### config.mk
export PLATFORM = sky130hd
export DESIGN_NAME = spi_indexer
export DESIGN_NICKNAME = d
export VERILOG_FILES = /design/src/rtl/spi_pkg.sv /design/src/rtl/spi_ms_tick.sv /design/src/rtl/spi_indexer.sv
export VERILOG_INCLUDE_DIRS = /design/src /design/src/rtl
export SDC_FILE = /design/constraint.sdc
export NUM_CORES = 1
export LEC_CHECK = 0
export ABC_AREA = 1
export BUFFER_PORTS_ARGS = -buffer_cell sky130_fd_sc_hd__buf_2
export CORE_UTILIZATION = 44
export DETAILED_ROUTE_END_ITERATION = 10
export HOLD_SLACK_MARGIN = 0.05
export PLACE_DENSITY = 0.71
export SKIP_CTS_REPAIR_TIMING = 1
export SYNTH_ARGS = -nofsm -noshare
export SYNTH_HDL_FRONTEND = slang
export SYNTH_SLANG_ARGS = --single-unit
### constraint.sdc
create_clock -name clk -period 4.5 [get_ports clk]
set_input_delay 0.45 -clock clk [delete_from_list [all_inputs] [get_ports clk]]
set_output_delay 0.45 -clock clk [all_outputs]
set_load 0.01 [all_outputs]
### src/rtl/spi_consts.svh
// Purpose: Constants for the shortest-path indexer command logic.
// Assumes: 50 MHz clock.
// Notes: Times are in their own unit; cycle counts derive from them.
`ifndef SPI_CONSTS_SVH
`define SPI_CONSTS_SVH
`define SPI_CLK_HZ 50000000
`define SPI_CTRL_MODE_INDEXER 4'h8
`define SPI_SPEED_SRC_TABLE 4'h0
`define SPI_WARN_HOME_INCOMPLETE 8'h90
`define SPI_STA_W 8
`define SPI_TBL_W 16
`define SPI_TQ_W 16
`define SPI_DLY_W 16
`define SPI_POS_W 16
`define SPI_DELAY_UNIT_US 1000
`define SPI_CYC_PER_MS ((`SPI_CLK_HZ / 1000))
`endif

### src/rtl/spi_pkg.sv
// Purpose: Types shared by the indexer command logic.
// Assumes: Constants header included.
// Notes: Carriers are packed structs.
`include "spi_consts.svh"
package spi_pkg;
    typedef enum logic [1:0] {
        SPI_IDLE = 2'b00,
        SPI_MOVE = 2'b01,
        SPI_HOLD = 2'b10
    } spi_state_type;

    typedef struct packed {
        logic [`SPI_TQ_W-1:0] fwd;
        logic [`SPI_TQ_W-1:0] rev;
        logic [`SPI_TQ_W-1:0] stop;
        logic [`SPI_DLY_W-1:0] delay_ms;
    } spi_torque_cfg_type;

    typedef struct packed {
        logic valid;
        logic dir_ccw;
        logic [`SPI_STA_W-1:0] station;
        logic [`SPI_TBL_W-1:0] table_sel;
    } spi_move_cmd_type;
endpackage

### src/rtl/spi_ms_tick.sv
// Purpose: One-cycle pulse every millisecond for the torque delay.
// Assumes: 50 MHz clock.
// Notes: Restart aligns the first tick one full millisecond after it.
`timescale 1ns/100ps
`include "spi_consts.svh"
module spi_ms_tick (
    input wire logic clk, // System clock.
    input wire logic rst_n, // Asynchronous reset, active low.
    input wire logic restart, // Clears the prescaler.
    output logic tick // One-cycle millisecond pulse.
);
    localparam int unsigned DIV = `SPI_CYC_PER_MS;
    logic [15:0] cnt_reg;
    wire last = (cnt_reg == 16'(DIV - 1));
    always_ff @(posedge clk or negedge rst_n) begin
        if (!rst_n) begin
            cnt_reg <= 16'h0000;
        end else if (restart || last) begin
            cnt_reg <= 16'h0000;
        end else begin
            cnt_reg <= cnt_reg + 16'h0001;
        end
    end
    assign tick = last && !restart;
endmodule // spi_ms_tick

### src/rtl/spi_indexer.sv
// What this block does
// - A start edge begins a move to the chosen station with the chosen table's profile.
// - Start selects the run torque limit; stop limit returns a set delay after completion.
// - A start without home return raises warning 90 and is ignored.
// - Equal distances either way rotate toward increasing station number.
// - A start during a move or its stop-limit delay is ignored; the master waits for that delay to end first.
// - After reset, in-position turns on if droop lies within a station's in-position range.
//
// Purpose: Command logic for shortest-rotation indexer moves with table speed.
// Assumes: Profile generator outside executes move_cmd and reports motion_done.
// Notes: Inputs are synchronous to clk; the number of stations comes from a port.
// The hold delay is read live, so changing it during a hold moves the end of that hold.
// A station count of zero gives meaningless distances; the master must set it first.
`timescale 1ns/100ps
`include "spi_consts.svh"
module spi_indexer
    import spi_pkg::*;
(
    input wire logic clk, // 50 MHz clock.
    input wire logic rst_n, // Asynchronous reset, active low.
    input wire logic [3:0] control_mode_param, // Control mode setting.
    input wire logic specifying_method_select_bit, // Position/speed method on.
    input wire logic [3:0] speed_source_param, // Speed source setting.
    input wire logic op_mode_select_one, // Operation mode bit one.
    input wire logic op_mode_select_two, // Operation mode bit two.
    input wire logic start_bit, // Start request level.
    input wire logic [`SPI_STA_W-1:0] next_station_word, // Target station.
    input wire logic [`SPI_TBL_W-1:0] table_or_speed_low_word, // Point table number.
    input wire logic [`SPI_STA_W-1:0] station_count, // Number of stations.
    input wire logic [`SPI_STA_W-1:0] current_station, // Station the shaft is at.
    input wire logic home_done, // Home position return complete.
    input wire logic motion_done, // Profile generator reached target.
    input wire logic [`SPI_POS_W-1:0] droop_pulses, // Absolute droop count.
    input wire logic [`SPI_POS_W-1:0] in_position_range, // In-position range.
    input wire logic [`SPI_TQ_W-1:0] forward_torque_limit_param, // Run limit forward.
    input wire logic [`SPI_TQ_W-1:0] reverse_torque_limit_param, // Run limit reverse.
    input wire logic [`SPI_TQ_W-1:0] stop_torque_limit_param, // Limit while stopped.
    input wire logic [`SPI_DLY_W-1:0] torque_limit_switch_delay_param, // Delay in ms.
    output spi_move_cmd_type move_cmd, // Move request to profile generator.
    output logic [`SPI_TQ_W-1:0] torque_limit, // Active torque limit.
    output logic travel_complete_flag, // Travel completion.
    output logic in_position_flag, // In-position.
    output logic home_incomplete_warning, // Warning active.
    output logic [7:0] warning_code // Warning number when active.
);
    spi_state_type state_reg, state_next;
    spi_move_cmd_type cmd_reg;
    logic start_d_reg;
    logic complete_reg;
    logic inpos_reg;
    logic warn_reg;
    logic [7:0] code_reg;
    logic [`SPI_TQ_W-1:0] tq_reg;
    logic [`SPI_DLY_W-1:0] dly_reg;
    logic ms_tick;

    // Distance going up the station numbers, modulo the station count.
    function automatic logic [`SPI_STA_W-1:0] fwd_dist(
        input logic [`SPI_STA_W-1:0] from_sta,
        input logic [`SPI_STA_W-1:0] to_sta,
        input logic [`SPI_STA_W-1:0] count
    );
        logic [`SPI_STA_W:0] d;
        d = {1'b0, to_sta} - {1'b0, from_sta};
        if (to_sta < from_sta) begin
            d = d + {1'b0, count};
        end
        return d[`SPI_STA_W-1:0];
    endfunction

    // Mode gating: wrong setup means starts are not acted upon.
    // Mode bits are read live, so a mode change during a move does not stop that move.
    wire mode_ok = (control_mode_param == `SPI_CTRL_MODE_INDEXER)
        && specifying_method_select_bit
        && (speed_source_param == `SPI_SPEED_SRC_TABLE)
        && op_mode_select_one && op_mode_select_two;
    // Start is a level; only its rising edge counts, so a start held through a refusal
    // never fires late once the refusal ends.
    wire start_edge = start_bit && !start_d_reg;
    wire in_idle = (state_reg == SPI_IDLE);
    wire start_req = start_edge && mode_ok;
    wire start_go = start_req && home_done && in_idle;
    wire start_noh = start_req && !home_done;

    wire [`SPI_STA_W-1:0] up_d = fwd_dist(current_station, next_station_word, station_count);
    wire [`SPI_STA_W-1:0] dn_d = fwd_dist(next_station_word, current_station, station_count);
    // Ties go upward, so only a strictly shorter downward path turns CCW.
    wire go_down = (dn_d < up_d);
    // The run limit follows the direction that the move will take.
    wire [`SPI_TQ_W-1:0] run_limit = go_down ? reverse_torque_limit_param
        : forward_torque_limit_param;

    wire delay_over = (dly_reg == torque_limit_switch_delay_param);
    wire hold_done = (state_reg == SPI_HOLD) && delay_over;
    // The prescaler is cleared outside the hold so the first millisecond is a full one.
    wire tick_restart = (state_reg != SPI_HOLD);
    wire droop_ok = (droop_pulses <= in_position_range);

    always_comb begin
        state_next = state_reg;
        case (state_reg)
            SPI_IDLE: begin
                if (start_go) begin
                    state_next = SPI_MOVE;
                end
            end
            SPI_MOVE: begin
                // Completion comes only from the profile generator; no timeout is kept here.
                if (motion_done) begin
                    state_next = SPI_HOLD;
                end
            end
            SPI_HOLD: begin
                if (delay_over) begin
                    state_next = SPI_IDLE;
                end
            end
            default: begin
                state_next = SPI_IDLE;
            end
        endcase
    end

    spi_ms_tick u_tick (
        .clk(clk),
        .rst_n(rst_n),
        .restart(tick_restart),
        .tick(ms_tick)
    );

    always_ff @(posedge clk or negedge rst_n) begin
        if (!rst_n) begin
            state_reg <= SPI_IDLE;
            start_d_reg <= 1'b0;
        end else begin
            state_reg <= state_next;
            start_d_reg <= start_bit;
        end
    end

    // Command latched at start; table changes mid-move have no effect.
    always_ff @(posedge clk or negedge rst_n) begin
        if (!rst_n) begin
            cmd_reg <= '0;
        end else if (start_go) begin
            cmd_reg <= '{valid: 1'b1, dir_ccw: go_down, station: next_station_word,
                table_sel: table_or_speed_low_word};
        end else begin
            cmd_reg.valid <= 1'b0;
        end
    end

    // Completion drops on an accepted start and rises when motion ends.
    always_ff @(posedge clk or negedge rst_n) begin
        if (!rst_n) begin
            complete_reg <= 1'b0;
        end else if (start_go) begin
            complete_reg <= 1'b0;
        end else if (state_reg == SPI_MOVE && motion_done) begin
            complete_reg <= 1'b1;
        end
    end

    // In-position is droop-based, so it also holds straight after reset.
    always_ff @(posedge clk or negedge rst_n) begin
        if (!rst_n) begin
            inpos_reg <= 1'b0;
        end else begin
            inpos_reg <= (state_reg != SPI_MOVE) && droop_ok;
        end
    end

    // Warning is sticky until home return is reported done; set and clear never meet.
    always_ff @(posedge clk or negedge rst_n) begin
        if (!rst_n) begin
            warn_reg <= 1'b0;
            code_reg <= 8'h00;
        end else if (start_noh) begin
            warn_reg <= 1'b1;
            code_reg <= `SPI_WARN_HOME_INCOMPLETE;
        end else if (home_done) begin
            warn_reg <= 1'b0;
            code_reg <= 8'h00;
        end
    end

    // Torque limit: stop value until start, run value until delay after completion.
    always_ff @(posedge clk or negedge rst_n) begin
        if (!rst_n) begin
            tq_reg <= '0;
        end else if (start_go) begin
            tq_reg <= run_limit;
        end else if (in_idle || hold_done) begin
            tq_reg <= stop_torque_limit_param;
        end
    end

    // Hold timer counts whole milliseconds after completion and rests at zero elsewhere.
    always_ff @(posedge clk or negedge rst_n) begin
        if (!rst_n) begin
            dly_reg <= '0;
        end else if (state_reg != SPI_HOLD) begin
            dly_reg <= '0;
        end else if (ms_tick && !delay_over) begin
            dly_reg <= dly_reg + 16'h0001;
        end
    end

    // Every output is a register copy, so none follows an input within the same cycle.
    assign move_cmd = cmd_reg;
    assign torque_limit = tq_reg;
    assign travel_complete_flag = complete_reg;
    assign in_position_flag = inpos_reg;
    assign home_incomplete_warning = warn_reg;
    assign warning_code = code_reg;
endmodule // spi_indexer

==> metrics.md, run 1 <==
| Metric | Value |
|---|---|
| Status | `finished clean` |
| Leak Pwr | `4.152 nW` |
| Die height | `122.2 µm` |
| Overall power | `2.367 mW` |
| Rel. slew slack | `0.3080` |
| Cell taking the most area after synthesis | `dfrtp_1` |
| Vias in the first global route | `5712` |
| Final setup fails | `0` |
| Clock-pin slew on the worst setup and hold paths | `0.06 ns` |
| Post-Route WL | `16220 µm` |
| PD cells | `306.0 nW/µm²` |
| DRC marker count from the first detailed-route iteration | `284` |
| Tmin final | `4.017 ns` |
| Register share of total power | `0.323` |
| #FFs+latches synth | `80` |
| Critical path type | `in -> reg` |
| Maximum VDD drop | `0.1924 mV` |
| Switching part of the total | `0.3683` |
| Number of buffers created by CTS | `9` |
| Ys flop type | `dfrtp_1` |
| Setup WS post-layout | `0.4833 ns` |
| Area of the multi-input gates | `3694 µm²` |
| Seq/Total Area, Yosys | `0.3150` |
| Crit path required time | `4.76 ns` |
| Setup TNS | `0 ns` |
| CTS tree | `done` |
| Peak fanout along the critical path | `17` |
| Crit path DAT | `4.28 ns` |
| Commonest non-fill, non-tap cell in the layout | `buf_2` |
| Top-area cell type share of the netlist area | `0.3150` |
| Setup Skew | `0.009005 ns` |
| Hold Fails Final Rpt | `0` |
| Final non-filler cell area | `7736 µm²` |
| Overflow after GRT | `0` |
| Fmax | `249.0 MHz` |
| CP Launch Type | `input pin` |
| Combinational Power Share | `0.384` |
| Most frequent cells in the layout | `197 x buf_2, 166 x nand2_1, 123 x inv_1, 80 x dfrtp_1, 70 x nor2_1` |
| Yosys cell types | `39` |
| Global-route wire length before repair | `26560 µm` |
| Die W | `122.2 µm` |
| Row count | `43` |
| DP Wirelength | `12590 µm` |
| Clock power share | `0.293` |
| Core area | `13990 µm²` |
| Final Wtd Congestion | `0.9118` |
| CTS Buffer Depth | `2` |
| Largest cells by area after synthesis | `dfrtp_1 32%, ha_1 11%, nand2_1 9.8%, inv_1 7.3%, xor2_1 5.2%` |
| Pre-Repair DR Iteration Count | `7` |
| Initial antenna violation count | `2` |
| Routed wire length per instance | `13.35 µm` |
| Final Cycle Share | `0.8926` |
| Via-to-Cell Ratio | `4.984` |
| Post-place setup slack | `0.1207 ns` |
| Fin. max-slew vios | `0` |
| Largest net degree at the start of global routing | `81` |
| Register Area | `2002 µm²` |
| Htree depth | `3` |
| DR DRC count | `0` |
| Root buf cell | `clkbuf_16` |
| Layout Area Growth over Synthesis | `21.74%` |
| P_int | `1.495 mW` |
| Routed Antenna Nets | `0` |
| Number of synthesized flops with an enable pin | `0` |
| Num Clock Sinks | `80` |
| Latest clock arrival within the worst-skew pair | `0.34 ns` |
| Total Die Area | `14930 µm²` |
| Global router's overall resource usage | `0.2264` |
| Final Util | `0.5530` |
| Share of cells above drive strength 1 | `0.2604` |
| Port bufs | `198` |
| Hold WC Path Type | `in -> async` |
| Max reg flops | `26` |
| Nets | `1239` |
| Endpoint class of the critical path | `flop` |
| Post-synth ARST share | `1.000` |
| Slew @ Worst Pin | `1.038 ns` |
| Fill cell count | `1385` |
| Initial core utilization | `0.4543` |
| Vias post-DR | `6056` |
| Sw Pwr | `0.8718 mW` |
| Post-Syn Instances | `843` |
| DP Area | `7456 µm²` |
| RSZ-0062 raised after global routing | `false` |
| Max Cap Viol | `0` |
| I/O pin count | `205` |
| Synthesized area | `6355 µm²` |
| Synth warn | `0` |
| Mapped Avg Cell Area | `7.538 µm²` |
power by group through the flow:
stage                     Combinational [mW]  Sequential (mW)  Clock, mW
after detailed placement               0.911            0.778          0
after floorplan                        0.646            0.779          0
after CTS                              0.918            0.764      0.712
final                                  0.909            0.764      0.694
after global placement                 0.896            0.777          0
after global routing                    1.04            0.767      0.743
kinds of logic after synthesis:
logic type / count (synthesis) / synth area share
fa+ha+maj: 59 / 0.1209
simple gates: 365 / 0.2674
xor+xnor: 49 / 0.06753
other cells: 1 / 0.0005901
buf+inv: 163 / 0.1067
flops: 80 / 0.3150
compound gates: 125 / 0.1201
mux: 1 / 0.001772
cell type report:
type,instances,share of cell area
sequential,80,0.2588
clock buffer,12,0.03186
multi-input combinational,605,0.4774
antenna,2,0.0006469
inverter,127,0.06162
clock inverter,4,0.003720
tap,180,0.02911
timing repair buffer,205,0.1368
per-stage QoR:
step / std cells / hold WS [ns]
6_report: 1215 / 0.2703
5_1_grt: 1213 / 0.2611
4_1_cts: 1213 / 0.2580
3_3_place_gp: 1197 / 0.4528
2_1_floorplan: 848 / 0.1544
3_5_place_dp: 1197 / 0.4545
critical path: stages:
cell and delay, ns:
buf_2 0.09, inv_1 0.04, ha_1 0.39, a21oi_1 0.15, o21ai_0 0.10, buf_4 0.15
xor2_1 0.16, ha_1 0.34, nand2_1 0.06, o21ai_0 0.29, a21oi_1 0.14, o21ai_0 0.31
xnor2_1 0.16, o21ai_0 0.09, ha_1 0.31, nand2_1 0.08, nor2_1 0.05, a211oi_2 0.22
buf_12 0.19, nand2_4 0.17, nand2_1 0.10, nand3_1 0.07, a21oi_1 0.15
metal layers:
metal / vias to the layer above / track usage / share of wire
met5: - / 0 / 0.00049
met4: 2 / 0.07927 / 0.018
met3: 27 / 0.05290 / 0.074
met2: 210 / 0.3856 / 0.48
met1: 2710 / 0.2787 / 0.43
li1: 3107 / - / -
cells in the mapped netlist (all sizes together), types with 9 or more instances:
library cell	number
a21oi	57
a22oi	16
buf	24
clkbuf	12
dfrtp	80
ha	55
inv	127
nand2	182
nand3	64
nand4	9
nor2	73
nor3	19
nor4	11
o21ai	32
o31ai	12
xnor2	11
xor2	38
path summary, 6_finish.rpt:
| kind | startpoint | cells after the start | slack (ns) | endpoint |
|---|---|---|---|---|
| max reg2reg | dly_reg[11] | 9 | 2.07 | torque_limit[7] |
| min | rst_n | 1 | 0.27 | move_cmd[25] |
| max in group asynchronous | rst_n | 1 | 3.54 | move_cmd[19] |
| min in group clk | start_bit | 1 | 0.27 | start_d_reg |
| max | next_station_word[2] | 23 | 0.48 | torque_limit[3] |
| min reg2reg | travel_complete_flag | 2 | 0.47 | travel_complete_flag |
No activity file was read; power rests on OpenSTA's default activity.
==> run 2, diff against run 1 <==
CAP_MARGIN = 40   (was default)
CORE_ASPECT_RATIO = 0.5   (was default)
SLEW_MARGIN = 10   (was default)
==> metrics.md, run 2 (synthesized netlist as in run 1, its figures left out) <==
| Metric | Value |
|---|---|
| Rel. slew slack | `0.5472` |
| Clock-pin slew on the worst setup and hold paths | `0.06 ns` |
| Slowest stage delay, CP | `0.40 ns` |
| Core area | `13810 µm²` |
| Fin. max-slew vios | `0` |
| Htree depth | `3` |
| PD cells | `309.2 nW/µm²` |
| Port bufs | `198` |
| Total Die Area | `14960 µm²` |
| Post-Route WL | `16220 µm` |
| Most frequent cells in the layout | `197 x buf_2, 166 x nand2_1, 123 x inv_1, 80 x dfrtp_1, 70 x nor2_1` |
| Clock power share | `0.305` |
| Switching part of the total | `0.3552` |
| Peak fanout along the critical path | `17` |
| Crit path DAT | `4.38 ns` |
| Buf/Inv on CP | `3` |
| DR DRC count | `0` |
| Fmax | `242.5 MHz` |
| Die W | `172.0 µm` |
| Final setup fails | `0` |
| Nets | `1239` |
| Vias in the first global route | `5925` |
| Crit path depth | `22` |
| Slew @ Worst Pin | `0.6776 ns` |
| Reg2Reg Depth | `9` |
| Initial antenna violation count | `1` |
| DRC marker count from the first detailed-route iteration | `243` |
| Tmin final | `4.123 ns` |
| Leak Pwr | `4.169 nW` |
| Endpoint class of the critical path | `flop` |
| Crit path required time | `4.76 ns` |
| Latest clock arrival within the worst-skew pair | `0.33 ns` |
| Setup Skew | `0.008077 ns` |
| Setup WS post-layout | `0.3771 ns` |
| P_int | `1.549 mW` |
| Root buf cell | `clkbuf_16` |
| Maximum VDD drop | `0.2306 mV` |
| Row count | `30` |
| Pre-Repair DR Iteration Count | `5` |
| Status | `finished clean` |
| Crit path max-delay family | `compound AO/OA/AOI/OAI gates` |
| Post-Layout Cell Count | `1225` |
| RSZ-0062 raised after global routing | `false` |
| Setup TNS | `0 ns` |
| Hold Fails Final Rpt | `0` |
| Register share of total power | `0.318` |
| DP Wirelength | `12910 µm` |
| CTS tree | `done` |
| Overflow after GRT | `0` |
| Worst-path cell chain | `buf_2 -> inv_1 -> ha_1 -> nand2_1 -> o21ai_0 -> xor2_1 -> ha_1 -> nand2_1 -> o21ai_0 -> a21oi_1 -> o21ai_0 -> xnor2_1 -> o21ai_0 -> ha_1 -> nand2_1 -> nor2_1 -> a211oi_2 -> buf_12 -> nand2_4 -> nand2_2 -> nand3_2 -> a21oi_2` |
| Layout Area Growth over Synthesis | `22.27%` |
| Max Cap Viol | `0` |
| Share of cells above drive strength 1 | `0.2614` |
| # diodes | `0` |
| Routed Antenna Nets | `0` |
| Critical path type | `in -> reg` |
| Final Wtd Congestion | `0.9081` |
| Dpl cells | `1209` |
| Global router's overall resource usage | `0.2230` |
| Number of buffers created by CTS | `9` |
| Routed wire length per instance | `13.24 µm` |
| I/O pin count | `205` |
| CP Launch Type | `input pin` |
| Post-place setup slack | `0.1380 ns` |
| Slowest CP cell | `ha_1` |
| Hold WC Path Type | `in -> async` |
| Die height | `86.98 µm` |
| Num Clock Sinks | `80` |
| Final Cycle Share | `0.9162` |
| Largest net degree at the start of global routing | `53` |
| Via-to-Cell Ratio | `4.981` |
| Initial core utilization | `0.4601` |
| Commonest non-fill, non-tap cell in the layout | `buf_2` |
| Vias post-DR | `6102` |
| Max reg flops | `26` |
| Global-route wire length before repair | `26830 µm` |
| Combinational Power Share | `0.377` |
| CTS Buffer Depth | `2` |
| Sw Pwr | `0.8532 mW` |
| CP most frequent cell | `o21ai_0` |
[run 2: cell types whose count changed in the layout (fill, tap and decap cells not counted), sizes merged]
cell,before,now
bufinv,0,1
clkbuf,12,11
clkinv,1,3
clkinvlp,2,1
diode,2,0
inv,128,127
[run 2: metrics by stage]
| stage | hold slack, ns | area [µm²] | utilization | total power [mW] |
|---|---|---|---|---|
| global placement | 0.4470 | 7471 | 0.5409 | 1.653 |
| floorplan | 0.1544 | 6374 | - | 1.425 |
| finish | 0.07815 | 7770 | 0.5625 | 2.402 |
| detailed placement | 0.4481 | 7471 | 0.5409 | 1.674 |
| CTS | 0.1005 | 7770 | 0.5625 | 2.417 |
| global route | 0.1242 | 7770 | 0.5625 | 2.574 |
[run 2: final cells by class]
cell class | count | area [µm²]
inverters | 127 | 476.7
well taps | 192 | 240.2
multi-input cells | 605 | 3694
fillers | 1346 | 6043
repair buffers | 205 | 1059
clock buffers | 11 | 242.7
clock inverters | 5 | 56.30
flip-flops and latches | 80 | 2002
[run 2: path summary, 6_finish.rpt]
| kind | slack, ns | end | startpoint |
|---|---|---|---|
| worst max register to register | 1.91 | torque_limit[10] | dly_reg[2] |
| max in group asynchronous | 3.44 | state_reg[0] | rst_n |
| min in group clk | 0.26 | start_d_reg | start_bit |
| worst max-delay path | 0.38 | torque_limit[15] | next_station_word[2] |
| worst min register to register | 0.45 | u_tick.cnt_reg[0] | u_tick.cnt_reg[0] |
| worst min-delay path | 0.08 | torque_limit[2] | rst_n |
[run 2: power by group through the flow]
stage / registers [mW] / logic [mW] / clock network [mW]
3_3_place_gp: 0.776 / 0.877 / 0
2_1_floorplan: 0.779 / 0.646 / 0
6_report: 0.764 / 0.905 / 0.733
3_5_place_dp: 0.777 / 0.897 / 0
4_1_cts: 0.764 / 0.903 / 0.751
5_1_grt: 0.766 / 1.02 / 0.786
[run 2: metal layers]
| metal | part of all wire | global-route usage | vias to the layer above |
|---|---|---|---|
| met5 | 0.00080 | 0 | - |
| met4 | 0.010 | 0.04988 | 2 |
| met3 | 0.033 | 0.03408 | 17 |
| met2 | 0.51 | 0.4205 | 133 |
| met1 | 0.44 | 0.2683 | 2846 |
| li1 | - | - | 3104 |
==> run 3, diff against run 2 <==
CTS_CLUSTER_DIAMETER = 30   (was default)
SYNTH_HIERARCHICAL = 1   (was default)
==> metrics.md, run 3 <==
| Metric | Value |
|---|---|
| Status | `finished clean` |
| Synthesized area | `6426 µm²` |
| Endpoint class of the critical path | `flop` |
| Synth warn | `6` |
| Setup Skew | `0.01105 ns` |
| Root buf cell | `clkbuf_16` |
| Yosys cell types | `44` |
| Register share of total power | `0.323` |
| Die W | `172.9 µm` |
| Crit path required time | `4.75 ns` |
| DP Wirelength | `13740 µm` |
| Post-Syn Instances | `889` |
| CP Launch Type | `input pin` |
| Final Wtd Congestion | `0.8971` |
| Clock-pin slew on the worst setup and hold paths | `0.07 ns` |
| Post-place setup slack | `0.04263 ns` |
| Layout Area Growth over Synthesis | `22.27%` |
| PD cells | `295.0 nW/µm²` |
| Setup TNS | `0 ns` |
| Nets | `1289` |
| Hold WS | `0.1449 ns` |
| Post-synth ARST share | `1.000` |
| Leak Pwr | `4.257 nW` |
| Share of cells above drive strength 1 | `0.2484` |
| Core area | `13890 µm²` |
| Via-to-Cell Ratio | `5.004` |
| Slew @ Worst Pin | `0.6736 ns` |
| Initial antenna violation count | `0` |
| Critical path type | `in -> reg` |
| Busiest grt layer | `met2` |
| Largest cells by area after synthesis | `dfrtp_1 31%, nand2_1 11%, ha_1 11%, inv_1 7.7%, nor2_1 6.1%` |
| Port bufs | `198` |
| Post-Route WL | `17350 µm` |
| Most frequent cells in the layout | `197 x buf_2, 189 x nand2_1, 132 x inv_1, 103 x nor2_1, 80 x dfrtp_1` |
| RSZ-0062 raised after global routing | `false` |
| Htree depth | `3` |
| Fin. max-slew vios | `0` |
| Global router's overall resource usage | `0.2307` |
| Ys flop type | `dfrtp_1` |
| Maximum VDD drop | `0.1702 mV` |
| Largest net degree at the start of global routing | `48` |
| Clock power share | `0.323` |
| Dpl cells | `1259` |
| Num Clock Sinks | `80` |
| Hold Fails Final Rpt | `0` |
| CTS Buffer Depth | `2` |
| Final Cycle Share | `0.9288` |
| Commonest non-fill, non-tap cell in the layout | `buf_2` |
| Routed wire length per instance | `13.60 µm` |
| Hold WC Path Type | `in -> async` |
| Number of synthesized flops with an enable pin | `0` |
| Met1 usage | `0.2685` |
| Most frequent cell after synthesis | `nand2_1` |
| Slowest stage delay, CP | `0.41 ns` |
| Sw Pwr | `0.8344 mW` |
| Overflow after GRT | `0` |
| Top-area cell type share of the netlist area | `0.3115` |
| Row count | `30` |
| Grt met2 use | `0.4245` |
| Switching part of the total | `0.3599` |
| Tmin final | `4.179 ns` |
| Vias post-DR | `6385` |
| Rel. slew slack | `0.5509` |
| Pre-Repair DR Iteration Count | `5` |
| Final setup fails | `0` |
| #FFs+latches synth | `80` |
| Total Die Area | `15120 µm²` |
| Die height | `87.46 µm` |
| Cell taking the most area after synthesis | `dfrtp_1` |
| Post-Layout Cell Count | `1276` |
| DR DRC count | `0` |
| Fmax | `239.3 MHz` |
| Latest clock arrival within the worst-skew pair | `0.34 ns` |
| Seq/Total Area, Yosys | `0.3115` |
| Vias in the first global route | `6191` |
| CP most frequent cell | `nand2_1` |
| Slowest CP cell | `fa_1` |
| Setup WS post-layout | `0.3205 ns` |
| Max reg flops | `26` |
| Global-route wire length before repair | `28030 µm` |
| Combinational Power Share | `0.354` |
| Number of buffers created by CTS | `9` |
| Max Cap Viol | `0` |
| Crit path DAT | `4.43 ns` |
| P_int | `1.484 mW` |
| CTS tree | `done` |
| Mapped Avg Cell Area | `7.229 µm²` |
| Peak fanout along the critical path | `17` |
| DRC marker count from the first detailed-route iteration | `273` |
| Routed Antenna Nets | `0` |
| Met3 usage | `0.04145` |
| Synth cell count leaders | `189 x nand2_1, 132 x inv_1, 104 x nor2_1, 80 x dfrtp_1, 66 x a21oi_1` |
| Initial core utilization | `0.4627` |
| I/O pin count | `205` |
==> run 3: cell types whose count changed in the layout (fill, tap and decap cells not counted), moves of 7 or more <==
cell / previous run / this run
a22oi_1: 16 / 0
nand2_1: 166 / 189
nor2_1: 70 / 103
nand4_1: 9 / 16
a21oi_1: 46 / 66
nor2_2: 0 / 7
inv_1: 123 / 132
==> run 3: per-layer routing <==
metal / share of wire / vias to the layer above
met5: 0 / -
met4: 0.028 / 0
met3: 0.038 / 42
met2: 0.51 / 151
met1: 0.43 / 2995
li1: - / 3197
==> run 3: area by class of cell <==
cell class / instances / area, µm²
sequential: 80 / 2002
timing repair buffer: 204 / 1051
clock buffer: 10 / 229.0
antenna: 1 / 2.502
clock inverter: 6 / 67.56
multi-input combinational: 648 / 3759
tap: 192 / 240.2
inverter: 135 / 506.7
fill: 1357 / 6031
==> run 3: logic make-up after synthesis <==
logic type / share of synthesized area
AOI/OAI and AO/OA: 0.1092
adders and majority gates: 0.1195
DFF: 0.3115
xor gates and xnor gates: 0.05997
other: 0.0005836
and+or+nand+nor: 0.2923
buffers and inverters: 0.1069
==> run 3: power by group through the flow <==
stage | Sequential (mW) | Clock (mW) | Combinational [mW]
floorplan | 0.767 | 0 | 0.583
global placement | 0.760 | 0 | 0.790
detailed placement | 0.761 | 0 | 0.813
CTS | 0.747 | 0.772 | 0.818
global route | 0.749 | 0.803 | 0.921
finish | 0.748 | 0.749 | 0.822
==> run 3: final timing paths <==
check,startpoint,to,slack (ns),cells past startpoint
worst max-delay path,current_station[0],torque_limit[1],0.32,28
worst min-delay path,rst_n,u_tick/cnt_reg[7],0.14,1
worst max register to register,dly_reg[6],dly_reg[5],1.90,10
worst min register to register,move_cmd[7],move_cmd[7],0.47,2
max in group asynchronous,rst_n,move_cmd[4],3.72,2
min in group clk,start_bit,start_d_reg,0.24,1
==> run 3: stage by stage <==
stage	utilization	instance area [µm²]	power, mW
final	0.5658	7858	2.318
after global routing	0.5656	7855	2.473
after CTS	0.5656	7855	2.337
after detailed placement	0.5442	7559	1.574
after global placement	0.5423	7531	1.550
after floorplan	-	6445	1.350
==> run 3: worst max-delay path, delay by kind of cell <==
kind                     cells  cell delay (ns)
adder cells (fa/ha/maj)      4             1.24
AND/OR/NAND/NOR             14             1.26
AO/OA/AOI/OAI                4             0.64
buffers and inverters        4             0.48
XOR/XNOR                     2             0.37
